File: src/inc/isaslt_regs.svh
`ifndef ISASLT_REGS_SVH
`define ISASLT_REGS_SVH

// Clock rates in Hz.
`define ISASLT_SYS_HZ 64'd20000000
`define ISASLT_BUS_HZ 64'd8330000
`define ISASLT_OSC_HZ 64'd14318180

// Phase accumulator width and per-clock increments derived from the rates.
`define ISASLT_ACC_W 16
`define ISASLT_BUS_STEP ((`ISASLT_BUS_HZ << 16) / `ISASLT_SYS_HZ)
`define ISASLT_OSC_STEP ((`ISASLT_OSC_HZ << 16) / `ISASLT_SYS_HZ)

// Times in ns and their cycle counts at the system clock.
`define ISASLT_CLK_NS 50
`define ISASLT_REFRESH_NS 15000
`define ISASLT_REFRESH_CYC (`ISASLT_REFRESH_NS / `ISASLT_CLK_NS)
`define ISASLT_XRST_NS 1000
`define ISASLT_XRST_CYC ((`ISASLT_XRST_NS + `ISASLT_CLK_NS - 1) / `ISASLT_CLK_NS)

// Wait states after the first command bus clock, before an early end by the slave.
`define ISASLT_WAIT_WIDE 3'h1
`define ISASLT_WAIT_NARROW 3'h4

// Address field positions.
`define ISASLT_UPPER_HI 23
`define ISASLT_UPPER_LO 17
`define ISASLT_SYS_HI 19
`define ISASLT_LOW_MEM_HI 23
`define ISASLT_LOW_MEM_LO 20

// Lane layout of the data bus.
`define ISASLT_LANE1_HI 15
`define ISASLT_LANE1_LO 8
`define ISASLT_LANE0_HI 7
`define ISASLT_LANE0_LO 0

`endif

File: src/inc/isaslt_pkg.sv
package isaslt_pkg;

    typedef enum {
        ST_IDLE,
        ST_ADDR,
        ST_CMD,
        ST_DONE
    } isaslt_state_e;

    typedef enum logic [1:0] {
        K_MEM_RD,
        K_MEM_WR,
        K_IO_RD,
        K_IO_WR
    } isaslt_kind_e;

    typedef logic [23:0] isaslt_addr_t;
    typedef logic [15:0] isaslt_data_t;

endpackage : isaslt_pkg

File: src/inc/isaslt_clk_if.sv
`timescale 1ns/1ps
interface isaslt_clk_if;
    logic bus_clk;
    logic bus_rise;
    logic osc;

    modport gen (output bus_clk, output bus_rise, output osc);
    modport use_side (input bus_clk, input bus_rise, input osc);
endinterface : isaslt_clk_if

File: src/hw/isaslt_top.sv
`timescale 1ns/1ps
`include "isaslt_regs.svh"
module isaslt_top
    import isaslt_pkg::*;
(
    input wire logic CLK,
    input wire logic NRST,
    // Board-side request port.
    input wire logic REQ_VALID,
    output logic REQ_READY,
    input wire logic [1:0] REQ_KIND,
    input wire logic [23:0] REQ_ADDR,
    input wire logic [15:0] REQ_WDATA,
    input wire logic REQ_WIDE,
    output logic RSP_VALID,
    output logic [15:0] RSP_RDATA,
    output logic RSP_WIDE,
    input wire logic SOFT_RESET,
    input wire logic DMA_LOAD,
    input wire logic [23:0] DMA_ADDR_IN,
    input wire logic [23:0] DMA_COUNT_IN,
    output logic DMA_DONE,
    // Connector side.
    output logic BUS_CLK,
    output logic TIMER_OSC,
    output logic EXPANSION_RESET,
    output logic ADDR_ENABLE_DMA,
    output logic ADDR_LATCH_STROBE,
    output logic [6:0] LATCHABLE_UPPER_ADDR,
    output logic [19:0] SYSTEM_ADDR,
    output logic [15:0] SYSTEM_DATA_O,
    output logic SYSTEM_DATA_OE,
    input wire logic [15:0] SYSTEM_DATA_I,
    output logic HIGH_BYTE_ENABLE_N,
    output logic MEM_READ_N,
    output logic MEM_WRITE_N,
    output logic LOW_MEM_READ_N,
    output logic LOW_MEM_WRITE_N,
    output logic IO_READ_N,
    output logic IO_WRITE_N,
    input wire logic IO_WIDE_CAPABLE_N,
    input wire logic MEM_WIDE_CAPABLE_N,
    input wire logic ZERO_WAIT_N,
    output logic REFRESH_N_O,
    output logic REFRESH_N_OE,
    input wire logic REFRESH_N_I,
    input wire logic [7:0] DMA_REQ,
    output logic [7:0] DMA_ACK_N,
    output logic DMA_FINAL_COUNT_O,
    output logic DMA_FINAL_COUNT_OE,
    input wire logic DMA_FINAL_COUNT_I
);
    localparam int PIN_W = 29;
    localparam logic [8:0] REFRESH_CYC = 9'(`ISASLT_REFRESH_CYC);
    localparam logic [4:0] XRST_CYC = 5'(`ISASLT_XRST_CYC);

    logic [1:0] rst_sync_r;
    wire logic rst_n = rst_sync_r[1];

    always_ff @(posedge CLK or negedge NRST) begin
        if (!NRST) begin
            rst_sync_r <= 2'h0;
        end else begin
            rst_sync_r <= {rst_sync_r[0], 1'b1};
        end
    end

    // Every connector input passes two flip-flops before use.
    logic [PIN_W-1:0] pin_meta_r;
    logic [PIN_W-1:0] pin_r;
    always_ff @(posedge CLK or negedge rst_n) begin
        if (!rst_n) begin
            pin_meta_r <= {PIN_W{1'b1}};
            pin_r <= {PIN_W{1'b1}};
        end else begin
            pin_meta_r <= {SYSTEM_DATA_I, IO_WIDE_CAPABLE_N, MEM_WIDE_CAPABLE_N,
                ZERO_WAIT_N, REFRESH_N_I, ~DMA_FINAL_COUNT_I, ~DMA_REQ};
            pin_r <= pin_meta_r;
        end
    end
    wire logic [15:0] data_in = pin_r[28:13];
    wire logic io_wide = ~pin_r[12];
    wire logic mem_wide = ~pin_r[11];
    wire logic zero_wait = ~pin_r[10];
    wire logic refresh_ask = ~pin_r[9];
    wire logic final_in = ~pin_r[8];
    wire logic [7:0] dreq = ~pin_r[7:0];

    isaslt_clk_if ck ();
    isaslt_clkgen u_clkgen (
        .clk(CLK),
        .rst_n(rst_n),
        .ck(ck.gen)
    );
    wire logic tick = ck.bus_rise;

    function automatic logic [2:0] lowest_set(input logic [7:0] v);
        logic [2:0] idx;
        idx = 3'h0;
        for (int i = 7; i >= 0; i--) begin
            if (v[i]) begin
                idx = 3'(i);
            end
        end
        return idx;
    endfunction : lowest_set

    function automatic logic below_1mb(input isaslt_addr_t a);
        return a[`ISASLT_LOW_MEM_HI:`ISASLT_LOW_MEM_LO] == 4'h0;
    endfunction : below_1mb

    isaslt_state_e state_r;
    logic hold_r;
    isaslt_kind_e hold_kind_r;
    isaslt_addr_t hold_addr_r;
    isaslt_data_t hold_wdata_r;
    logic hold_wide_r;
    logic [8:0] ref_tmr_r;
    logic ref_pend_r;
    logic [1:0] ref_oe_r;
    logic [7:0] ref_addr_r;
    logic dma_act_r;
    logic [2:0] dma_ch_r;
    isaslt_addr_t dma_addr_r;
    logic [23:0] dma_cnt_r;
    logic dma_last_r;
    logic [4:0] xrst_cnt_r;
    logic [2:0] wait_r;
    logic cyc_refresh_r;
    logic cyc_dma_r;
    logic cyc_wide_r;
    logic slave_wide_r;
    isaslt_kind_e cyc_kind_r;
    isaslt_addr_t cyc_addr_r;

    wire logic start_ref = state_r == ST_IDLE && tick && ref_pend_r;
    wire logic dma_go = dma_act_r && dreq[dma_ch_r];
    wire logic start_dma = state_r == ST_IDLE && tick && !ref_pend_r && dma_go;
    wire logic start_usr = state_r == ST_IDLE && tick && !ref_pend_r && !dma_go && hold_r;
    wire logic start_any = start_ref || start_dma || start_usr;
    wire logic cmd_end = state_r == ST_CMD && tick && (wait_r == 3'h0 || zero_wait);
    wire logic dma_stop = cmd_end && cyc_dma_r && (dma_last_r || final_in);
    wire logic is_io = cyc_kind_r == K_IO_RD || cyc_kind_r == K_IO_WR;
    wire logic is_rd = cyc_kind_r == K_MEM_RD || cyc_kind_r == K_IO_RD;
    wire logic is_wr = !is_rd;
    wire logic mem_side = !is_io || cyc_dma_r;
    wire logic strobe_on = state_r == ST_CMD;
    // A wide read takes lane 1 data only when the slave reports itself wide.
    wire logic got_wide = cyc_wide_r && (is_io ? io_wide : mem_wide);

    always_ff @(posedge CLK or negedge rst_n) begin
        if (!rst_n) begin
            state_r <= ST_IDLE;
            wait_r <= 3'h0;
        end else begin
            unique case (state_r)
                ST_IDLE: if (start_any) state_r <= ST_ADDR;
                ST_ADDR: if (tick) begin
                    state_r <= ST_CMD;
                    wait_r <= cyc_wide_r ? `ISASLT_WAIT_WIDE : `ISASLT_WAIT_NARROW;
                end
                ST_CMD: if (cmd_end) state_r <= ST_DONE;
                    else if (tick) wait_r <= wait_r - 3'h1;
                ST_DONE: if (tick) state_r <= ST_IDLE;
            endcase
        end
    end

    // The cycle's address is frozen at its start and held until the next one.
    always_ff @(posedge CLK or negedge rst_n) begin
        if (!rst_n) begin
            cyc_kind_r <= K_MEM_RD;
            cyc_addr_r <= '0;
            cyc_refresh_r <= 1'b0;
            cyc_dma_r <= 1'b0;
            cyc_wide_r <= 1'b0;
        end else if (start_any) begin
            cyc_refresh_r <= start_ref;
            cyc_dma_r <= start_dma;
            cyc_kind_r <= start_ref ? K_MEM_RD : start_dma ? K_IO_RD : hold_kind_r;
            cyc_addr_r <= start_ref ? {16'h0, ref_addr_r} :
                start_dma ? dma_addr_r : hold_addr_r;
            cyc_wide_r <= start_usr && hold_wide_r;
        end
    end

    always_ff @(posedge CLK or negedge rst_n) begin
        if (!rst_n) begin
            hold_r <= 1'b0;
            hold_kind_r <= K_MEM_RD;
            hold_addr_r <= '0;
            hold_wdata_r <= '0;
            hold_wide_r <= 1'b0;
            slave_wide_r <= 1'b0;
        end else begin
            if (REQ_VALID && REQ_READY) begin
                hold_r <= 1'b1;
                hold_kind_r <= isaslt_kind_e'(REQ_KIND);
                hold_addr_r <= REQ_ADDR;
                hold_wdata_r <= REQ_WDATA;
                hold_wide_r <= REQ_WIDE;
            end else if (start_usr) begin
                hold_r <= 1'b0;
            end
            if (state_r == ST_CMD) slave_wide_r <= got_wide;
        end
    end

    // Refresh: periodic timer or a master's request; a new request wins over the clear.
    // Our own refresh drive reaches the pin flops two clocks late, so that echo is ignored.
    always_ff @(posedge CLK or negedge rst_n) begin
        if (!rst_n) begin
            ref_tmr_r <= REFRESH_CYC;
            ref_pend_r <= 1'b0;
            ref_addr_r <= 8'h0;
            ref_oe_r <= 2'h0;
        end else begin
            ref_tmr_r <= (ref_tmr_r == 9'h0) ? REFRESH_CYC : ref_tmr_r - 9'h1;
            ref_oe_r <= {ref_oe_r[0], REFRESH_N_OE};
            if (ref_tmr_r == 9'h0 || (refresh_ask && !REFRESH_N_OE && ref_oe_r == 2'h0)) begin
                ref_pend_r <= 1'b1;
            end else if (start_ref) begin
                ref_pend_r <= 1'b0;
            end
            if (start_ref) ref_addr_r <= ref_addr_r + 8'h1;
        end
    end

    // One channel is served at a time; its acknowledge stays while it requests, until the final transfer ends it.
    always_ff @(posedge CLK or negedge rst_n) begin
        if (!rst_n) begin
            dma_act_r <= 1'b0;
            dma_ch_r <= 3'h0;
            dma_addr_r <= '0;
            dma_cnt_r <= 24'h0;
            dma_last_r <= 1'b0;
        end else begin
            if (DMA_LOAD) begin
                dma_addr_r <= DMA_ADDR_IN;
                dma_cnt_r <= DMA_COUNT_IN;
            end else if (start_dma) begin
                dma_addr_r <= dma_addr_r + 24'h1;
                dma_cnt_r <= dma_cnt_r - 24'h1;
                dma_last_r <= dma_cnt_r == 24'h0;
            end
            if (dma_stop) begin
                dma_act_r <= 1'b0;
            end else if (state_r == ST_IDLE && dma_act_r && !dreq[dma_ch_r]) begin
                dma_act_r <= 1'b0;
            end else if (state_r == ST_IDLE && !dma_act_r && dreq != 8'h0) begin
                dma_act_r <= 1'b1;
                dma_ch_r <= lowest_set(dreq);
            end
        end
    end

    always_ff @(posedge CLK or negedge rst_n) begin
        if (!rst_n) begin
            xrst_cnt_r <= XRST_CYC;
        end else if (SOFT_RESET) begin
            xrst_cnt_r <= XRST_CYC;
        end else if (xrst_cnt_r != 5'h0) begin
            xrst_cnt_r <= xrst_cnt_r - 5'h1;
        end
    end

    // Output flops.
    always_ff @(posedge CLK or negedge rst_n) begin
        if (!rst_n) begin
            REQ_READY <= 1'b0;
            RSP_VALID <= 1'b0;
            RSP_RDATA <= 16'h0;
            RSP_WIDE <= 1'b0;
            DMA_DONE <= 1'b0;
            BUS_CLK <= 1'b0;
            TIMER_OSC <= 1'b0;
            EXPANSION_RESET <= 1'b1;
            ADDR_ENABLE_DMA <= 1'b0;
            ADDR_LATCH_STROBE <= 1'b0;
            LATCHABLE_UPPER_ADDR <= 7'h0;
            SYSTEM_ADDR <= 20'h0;
            SYSTEM_DATA_O <= 16'h0;
            SYSTEM_DATA_OE <= 1'b0;
            HIGH_BYTE_ENABLE_N <= 1'b1;
            MEM_READ_N <= 1'b1;
            MEM_WRITE_N <= 1'b1;
            LOW_MEM_READ_N <= 1'b1;
            LOW_MEM_WRITE_N <= 1'b1;
            IO_READ_N <= 1'b1;
            IO_WRITE_N <= 1'b1;
            REFRESH_N_O <= 1'b1;
            REFRESH_N_OE <= 1'b0;
            DMA_ACK_N <= 8'hff;
            DMA_FINAL_COUNT_O <= 1'b0;
            DMA_FINAL_COUNT_OE <= 1'b0;
        end else begin
            REQ_READY <= !hold_r && !(REQ_VALID && REQ_READY);
            RSP_VALID <= cmd_end && !cyc_refresh_r && !cyc_dma_r;
            if (cmd_end && is_rd) begin
                RSP_RDATA[`ISASLT_LANE0_HI:`ISASLT_LANE0_LO] <= data_in[7:0];
                RSP_RDATA[`ISASLT_LANE1_HI:`ISASLT_LANE1_LO] <=
                    slave_wide_r ? data_in[15:8] : 8'h0;
            end
            if (cmd_end) RSP_WIDE <= slave_wide_r;
            DMA_DONE <= dma_stop;
            BUS_CLK <= ck.bus_clk;
            TIMER_OSC <= ck.osc;
            EXPANSION_RESET <= xrst_cnt_r != 5'h0;
            ADDR_ENABLE_DMA <= state_r != ST_IDLE && cyc_dma_r;
            ADDR_LATCH_STROBE <= state_r == ST_ADDR && !tick;
            LATCHABLE_UPPER_ADDR <= cyc_addr_r[`ISASLT_UPPER_HI:`ISASLT_UPPER_LO];
            SYSTEM_ADDR <= cyc_addr_r[`ISASLT_SYS_HI:0];
            SYSTEM_DATA_O <= hold_wdata_r;
            SYSTEM_DATA_OE <= (state_r == ST_ADDR || state_r == ST_CMD) && is_wr && !cyc_dma_r;
            HIGH_BYTE_ENABLE_N <= !(state_r != ST_IDLE && cyc_wide_r);
            MEM_READ_N <= !(strobe_on && mem_side && is_rd && !cyc_dma_r);
            MEM_WRITE_N <= !(strobe_on && mem_side && (is_wr || cyc_dma_r));
            LOW_MEM_READ_N <= !(strobe_on && !is_io && is_rd
                && below_1mb(cyc_addr_r));
            LOW_MEM_WRITE_N <= !(strobe_on && mem_side && (is_wr || cyc_dma_r)
                && below_1mb(cyc_addr_r));
            IO_READ_N <= !(strobe_on && is_io && is_rd && !cyc_refresh_r);
            IO_WRITE_N <= !(strobe_on && is_io && is_wr && !cyc_dma_r);
            REFRESH_N_O <= 1'b0;
            REFRESH_N_OE <= state_r != ST_IDLE && cyc_refresh_r;
            DMA_ACK_N <= dma_act_r ? ~(8'h01 << dma_ch_r) : 8'hff;
            DMA_FINAL_COUNT_O <= 1'b1;
            DMA_FINAL_COUNT_OE <= strobe_on && cyc_dma_r && dma_last_r;
        end
    end
endmodule : isaslt_top

File: src/hw/isaslt_clkgen.sv
`timescale 1ns/1ps
`include "isaslt_regs.svh"
module isaslt_clkgen
    import isaslt_pkg::*;
(
    input wire logic clk,
    input wire logic rst_n,
    isaslt_clk_if.gen ck
);
    localparam logic [`ISASLT_ACC_W-1:0] BUS_STEP = `ISASLT_ACC_W'(`ISASLT_BUS_STEP);
    localparam logic [`ISASLT_ACC_W-1:0] OSC_STEP = `ISASLT_ACC_W'(`ISASLT_OSC_STEP);

    // Phase accumulators give the nominal average rate with one clock of jitter.
    // The timer oscillator lies above half the system rate, so its edges alias;
    // an exact 14.31818 MHz needs a faster source clock.
    logic [`ISASLT_ACC_W-1:0] bus_acc_r;
    logic [`ISASLT_ACC_W-1:0] osc_acc_r;
    logic bus_clk_r;
    logic bus_rise_r;
    logic osc_r;
    wire logic [`ISASLT_ACC_W-1:0] bus_acc_nxt = bus_acc_r + BUS_STEP;
    wire logic [`ISASLT_ACC_W-1:0] osc_acc_nxt = osc_acc_r + OSC_STEP;
    wire logic bus_msb_nxt = bus_acc_nxt[`ISASLT_ACC_W-1];

    always_ff @(posedge clk or negedge rst_n) begin
        if (!rst_n) begin
            bus_acc_r <= '0;
            osc_acc_r <= '0;
            bus_clk_r <= 1'b0;
            bus_rise_r <= 1'b0;
            osc_r <= 1'b0;
        end else begin
            bus_acc_r <= bus_acc_nxt;
            osc_acc_r <= osc_acc_nxt;
            bus_clk_r <= bus_msb_nxt;
            bus_rise_r <= bus_msb_nxt & ~bus_clk_r;
            osc_r <= osc_acc_nxt[`ISASLT_ACC_W-1];
        end
    end

    assign ck.bus_clk = bus_clk_r;
    assign ck.bus_rise = bus_rise_r;
    assign ck.osc = osc_r;
endmodule : isaslt_clkgen

File: config.mk
export PLATFORM = sky130hd
export DESIGN_NAME = isaslt_top
export DESIGN_NICKNAME = d
export VERILOG_FILES = /design/src/inc/isaslt_pkg.sv /design/src/inc/isaslt_clk_if.sv /design/src/hw/isaslt_top.sv /design/src/hw/isaslt_clkgen.sv
export VERILOG_INCLUDE_DIRS = /design/src /design/src/inc
export SDC_FILE = /design/constraint.sdc
export NUM_CORES = 1
export LEC_CHECK = 0
export BUFFER_PORTS_ARGS = -buffer_cell sky130_fd_sc_hd__buf_2
export CORE_MARGIN = 2
export CORE_UTILIZATION = 38
export CTS_BUF_LIST = sky130_fd_sc_hd__clkbuf_4 sky130_fd_sc_hd__clkbuf_8
export DETAILED_ROUTE_END_ITERATION = 12
export HOLD_SLACK_MARGIN = 0.06
export PLACE_DENSITY_LB_ADDON = 0.15
export REMOVE_ABC_BUFFERS = 1
export SYNTH_ARGS = -nofsm -noshare
export SYNTH_HDL_FRONTEND = slang
export SYNTH_SLANG_ARGS = --single-unit
File: constraint.sdc
create_clock -name CLK -period 9.8 [get_ports CLK]
set_input_delay 0.98 -clock CLK [delete_from_list [all_inputs] [get_ports CLK]]
set_output_delay 0.98 -clock CLK [all_outputs]
set_load 0.05 [all_outputs]
* Yosys cells after proc, flatten, opt, wreduce, memory -nomap -nowiden *
Cells that the tools add are included.

storage, ports and cells
  flip-flop bits (word level) = 370
  latch bits = 0
  bits in writable memories = 0
  ROM bits = 0
  bits of input ports = 125
  output and inout bits = 88
  logic and storage cells = 230
  memories = 0

operators by class
  add/sub/neg operators = 8
  multipliers = 0
  div/mod/pow operators = 0
  $lt $le $gt $ge = 1
  eq/ne operators = 13
  shifts and indexed selects = 1
  multiplexer cells = 41
  bitwise gates (word level) = 14
  reductions and logical operators = 95

operator list
  kind                                                   count
  two-way mux 24 bit                                     6
  two-way mux 32 bit                                     4
  one-hot mux 32 bit (4 select lines)                    1
  equality test 32 x 2 -> 1 bit (second input constant)  3
  zero test 32 bit                                       2
  logical AND 1 bit                                      45
  two-way mux 3 bit                                      12
  equality test 32 x 1 -> 1 bit (second input constant)  1
  equality test 32 x 3 -> 1 bit (second input constant)  1
  nonzero test 32 bit                                    1
  adder 24 x 1 -> 24 bit (second input constant)         1
  zero test 24 bit                                       1
  NOT 8 bit                                              3
  subtractor 24 x 1 -> 24 bit (second input constant)    1
  zero test 1 bit                                        19
  adder 16 x 15 -> 16 bit (second input constant)        1
  adder 16 bit (second input constant)                   1
  two-way mux 8 bit                                      2
  logical OR 1 bit                                       10
  two-way mux 5 bit                                      2
  NOT 1 bit                                              10
  nonzero test 2 bit                                     5
  zero test 9 bit                                        1
  two-way mux 1 bit                                      9
  other kinds (23)                                       31

* Depth between registers and ports, before layout *
  depth after elaboration = 10
  mapped depth = 10

* Cells and area by module *
From an unflattened synthesis, not the netlist that was laid out.

second synthesis, totals
  cells, all modules = 1121
  area, all modules = 13591.8 sq um

modules (own cells, without submodules)
  module         instances  cells each  area an instance (sq um)  seq. area each (sq um)
  isaslt_top     1          992         12107.9                   7658.6
  isaslt_clkgen  1          129         1483.9                    825.8

* Worst setup path after synthesis *
Ideal clock, no wire load.

  kind = reg2reg
  start point = register state_r[0]
  end point = register dma_addr_r[16]
  library setup time = 69 ps
  arrival = 2313 ps
  data required time = 9731 ps
  path slack = 7418 ps
  cell stages (with the launch flop) = 9
  clock period less this slack = 2382 ps
  path through = dfrtp_1 inv_1 ha_1 and3b_1 clkbuf_1 and4_1 nand4_1 or4b_2 nand3_1

on the way
  word-level cells in the longest chain between the ends = 5

RTL lines
  element                              line               text
  from (decl)                          isaslt_top.sv:112  isaslt_state_e state_r;
  from (signal assigned)               isaslt_top.sv:153  state_r <= ST_IDLE;
  from (signal assigned)               isaslt_top.sv:157  ST_IDLE: if (start_any) state_r <= ST_ADDR;
  from (signal assigned)               isaslt_top.sv:159  state_r <= ST_CMD;
  zero test 32 bit                     isaslt_top.sv:138  wire logic start_dma = state_r == ST_IDLE && tick && !ref_pend_r && dma_go;
  logical AND 1 bit (3 in series)      isaslt_top.sv:138
  nonzero test 2 bit (no source line)  -
  to (signal assigned)                 isaslt_top.sv:242  dma_addr_r <= dma_addr_r + 24'h1;
  to (decl)                            isaslt_top.sv:124  isaslt_addr_t dma_addr_r;

Every way passes these cells.
A chain may end at the register's enable or synchronous reset.

* Worst setup path after layout *
  start point = register dma_ch_r[1]
  end point = register dma_cnt_r[1]

on the way
  word-level cells in the longest chain between the ends = 5

RTL lines
  element                                  line               text
  from (decl)                              isaslt_top.sv:123  logic [2:0] dma_ch_r;
  from (signal assigned)                   isaslt_top.sv:252  dma_ch_r <= lowest_set(dreq);
  binary-select mux 1 bit (select 3 bit)   isaslt_top.sv:137  wire logic dma_go = dma_act_r && dreq[dma_ch_r];
  two-way mux 1 bit (not written as such)  isaslt_top.sv:137
  logical AND 1 bit                        isaslt_top.sv:137
  logical AND 1 bit                        isaslt_top.sv:138
  nonzero test 2 bit (no source line)      -
  to (signal assigned)                     isaslt_top.sv:243  dma_cnt_r <= dma_cnt_r - 24'h1;
  to (decl)                                isaslt_top.sv:125  logic [23:0] dma_cnt_r;

Every way passes these cells. The select of a mux whose other input is x is not followed.

==> impl_metrics.py <==
metrics = {
    "grt": {
        "grt-ovfl-total": 0,
        "grt_max_degree": 186,
        "antenna_found_initial": 0,
        "grt_pass1_wl_um": 49400,
        "grt_pass1_vias": 9191,
        "track_usage": 0.172,
    },
    "cts": {
        "cts_setup_buffers": 0,
        "cts_tree": "built",
        "cts_sinks": 335,
        "h-tree-depth": 2,
        "cts_hold_buffers": 0,
        "clockBufferDepth": 3,
        "cts_buffers": 57,
        "cts-root-buf": "clkbuf_8",
        "ctsResizeCount": 0,
        "clk_pin_slew_worst_paths_ns": 0.06,
        "clock_latency_ns": 0.63,
    },
    "cells_and_area": {
        "fin_util": 0.461,
        "diodes": 0,
        "multiInputGateArea_mm2": 0.00469,
        "final_area_mm2": 0.0163,
        "layout.cells.non_filler": 1884,
        "synthToLayoutAreaGrowth_pct": 20.2,
        "n_fill_cell": 3346,
        "fin_nets": 1519,
        "drive_gt1_frac": 0.343,
        "final_cell_mix": "dfrtp_1, buf_2, nand2_1",
        "final_common_cell": "dfrtp_1",
        "ff_latch_area_mm2": 0.00849,
    },
    "route": {
        "first_iter_violations": 344,
        "postRouteAntennaNets": 0,
        "wl_um": 31300,
        "drcViolationCount": 0,
        "dr.pass1.iters": 5,
        "drt-wirelength-per-cell_um": 16.6,
        "vias": 9194,
        "vias_per_cell": 4.88,
    },
    "hold_path": {
        "hp-class": "primary input to asynchronous set/reset pin",
    },
    "worst_setup_path": {
        "crit_path_start_kind": "register",
        "endpoint_kind": "register",
        "cp_num_buf_inv": 0,
        "cpLargestDelayFamily": "simple AND/OR/NAND/NOR gates",
        "critical_path_class": "register to register",
        "crit_chain": "mux2i_1 -> mux4_2 -> nand3_1 -> or3_1 -> o311ai_0",
        "max_stage_delay_ns": 0.86,
        "arrival_ns": 3.76,
        "crit_path_top_delay_cell": "nand3_1",
        "crit_fanout": 28,
        "crit_required_ns": 10.30,
    },
    "logic_synthesis": {
        "syn_inst": 1148,
        "synth_seq_area_share": 0.627,
        "ys.flop_type": "dfrtp_1",
        "yosys.cell_types.count": 60,
        "yosys_warnings": 0,
        "synth_enable_flop_cells": 0,
        "ys_async_sr_fraction": 1.00,
        "netlist_area_mm2": 0.0135,
        "synth_seq_cells": 335,
        "synth_area_per_cell_um2": 11.8,
    },
    "power_and_ir_drop": {
        "irDropWorstVdd_uv": 182,
        "p_per_area_mw_per_mm2": 272,
        "p_leak_nw": 7.33,
    },
    "sta": {
        "fin_tns_setup_ns": 0,
        "finalCritPeriodShare": 0.333,
        "tightest_slew_ns": 1.17,
        "rsz0062_at_grt": "no",
        "finClkSkew_ns": 0.0165,
        "setup_ws_ns": 6.54,
        "fin_crit_ns": 3.26,
        "slew_headroom": 0.210,
        "fmax_mhz": 307,
        "hold_viol_final": 0,
        "setup_viol": 0,
        "drv_slew": 0,
    },
    "place": {
        "pre_cts_slack_ns": 6.45,
        "detailed_place_hpwl_um": 21000,
        "routabilityCongestion": 0.793,
        "io_buffers": 212,
        "place_inst": 1779,
        "placed_area_mm2": 0.0151,
    },
    "flow_run": {
        "max_cap_viol_count": 0,
    },
    "die": {
        "rows": 69,
        "ios": 213,
        "core_mm2": 0.0353,
        "dieArea_mm2": 0.0371,
        "die_y_um": 193,
        "die_w_um": 193,
        "start_util": 0.383,
    },
    "status": {
        "status": "complete, no violations",
    },
}
==> flip-flops by register name, indices dropped and copies added (netlist names), 2 cells and up <==
signal                flops
RSP_RDATA                16
cyc_addr_r               24
SYSTEM_ADDR              19
cyc_kind_r                2
hold_wdata_r             16
pin_r                    29
hold_addr_r              24
rst_sync_r                2
u_clkgen.osc_acc_r       16
state_r                   2
dma_addr_r               24
ref_addr_r                8
wait_r                    3
dma_ch_r                  3
ref_oe_r                  2
LATCHABLE_UPPER_ADDR      5
SYSTEM_DATA_O            16
hold_kind_r               2
ref_tmr_r                 9
xrst_cnt_r                5
dma_cnt_r                24
DMA_ACK_N                 8
pin_meta_r               29
u_clkgen.bus_acc_r       16
==> worst paths after layout <==
check	from	end	slack [ns]	cells past startpoint
worst max-delay path	dma_ch_r[1]	dma_cnt_r[1]	6.54	5
worst min-delay path	NRST	rst_sync_r[1]	0.13	1
worst max register to register	dma_ch_r[1]	dma_cnt_r[1]	6.54	5
worst min register to register	pin_meta_r[8]	pin_r[8]	0.35	0
max in group asynchronous	rst_sync_r[1]	cyc_addr_r[20]	7.67	2
min in group CLK	pin_meta_r[8]	pin_r[8]	0.35	0
==> routing by layer <==
layer  vias up  track usage  part of all wire
li1       4456            -                 -
met1      4492        0.239              0.46
met2       199        0.265              0.47
met3        47       0.0326             0.051
met4         0       0.0664             0.023
met5         -            0                 0
==> cell type report <==
| class | count | share of cell area |
|---|---|---|
| Sequential cell | 335 | 0.522 |
| Clock buffer | 96 | 0.0712 |
| Inverter | 43 | 0.00992 |
| Multi-Input combinational cell | 720 | 0.289 |
| Tap cell | 461 | 0.0355 |
| Clock inverter | 9 | 0.00346 |
| Timing Repair Buffer | 220 | 0.0697 |
==> logic make-up after synthesis <==
family	share of synthesized area
mux	0.0654
flops	0.627
simple gates	0.146
compound gates	0.0766
other cells	0.000555
xor+xnor	0.0414
fa+ha+maj	0.0157
buf+inv	0.0274
==> power breakdown <==
part	switching, mW	internal, mW	total [mW]
sequential	0.224	1.73	1.95
combinational	0.802	0.360	1.16
clock	0.561	0.743	1.30
==> metrics by stage <==
stage | power, mW | hold slack [ns]
4_1_cts | 4.49 | 0.0691
2_1_floorplan | 2.79 | 0.331
5_1_grt | 4.69 | 0.0940
3_3_place_gp | 3.13 | 0.338
3_5_place_dp | 3.16 | 0.341
6_report | 4.42 | 0.127
==> worst register-to-register path: cells and delay by family (launching register included) <==
kind | cells | cell delay (ns)
AOI/OAI and AO/OA | 1 | 0.11
DFF | 1 | 0.66
muxes | 2 | 0.91
and+or+nand+nor | 2 | 1.47
==> cells in the mapped netlist (10+ instances only) <==
cell        n  area (um2)
nand2_1   137         514
nor4_1     11        68.8
nor2_1     44         165
mux2_2     63         709
nor3_1     20         100
nand3_1    43         215
or3_1      15        93.8
a22oi_1    10        75.1
clkbuf_1   39         146
dfrtp_1   254        6360
or4_1      13        97.6
nand4_1    26         163
inv_1      43         161
xor2_1     26         228
o21ai_0    73         365
nand2b_1   11        68.8
xnor2_1    38         333
dfstp_2    81        2130
a21oi_1    48         240
ha_1       17         213
nor2b_1    15        93.8
mux2i_1    13         130
Note: power is estimated with default switching activity, not from simulation.
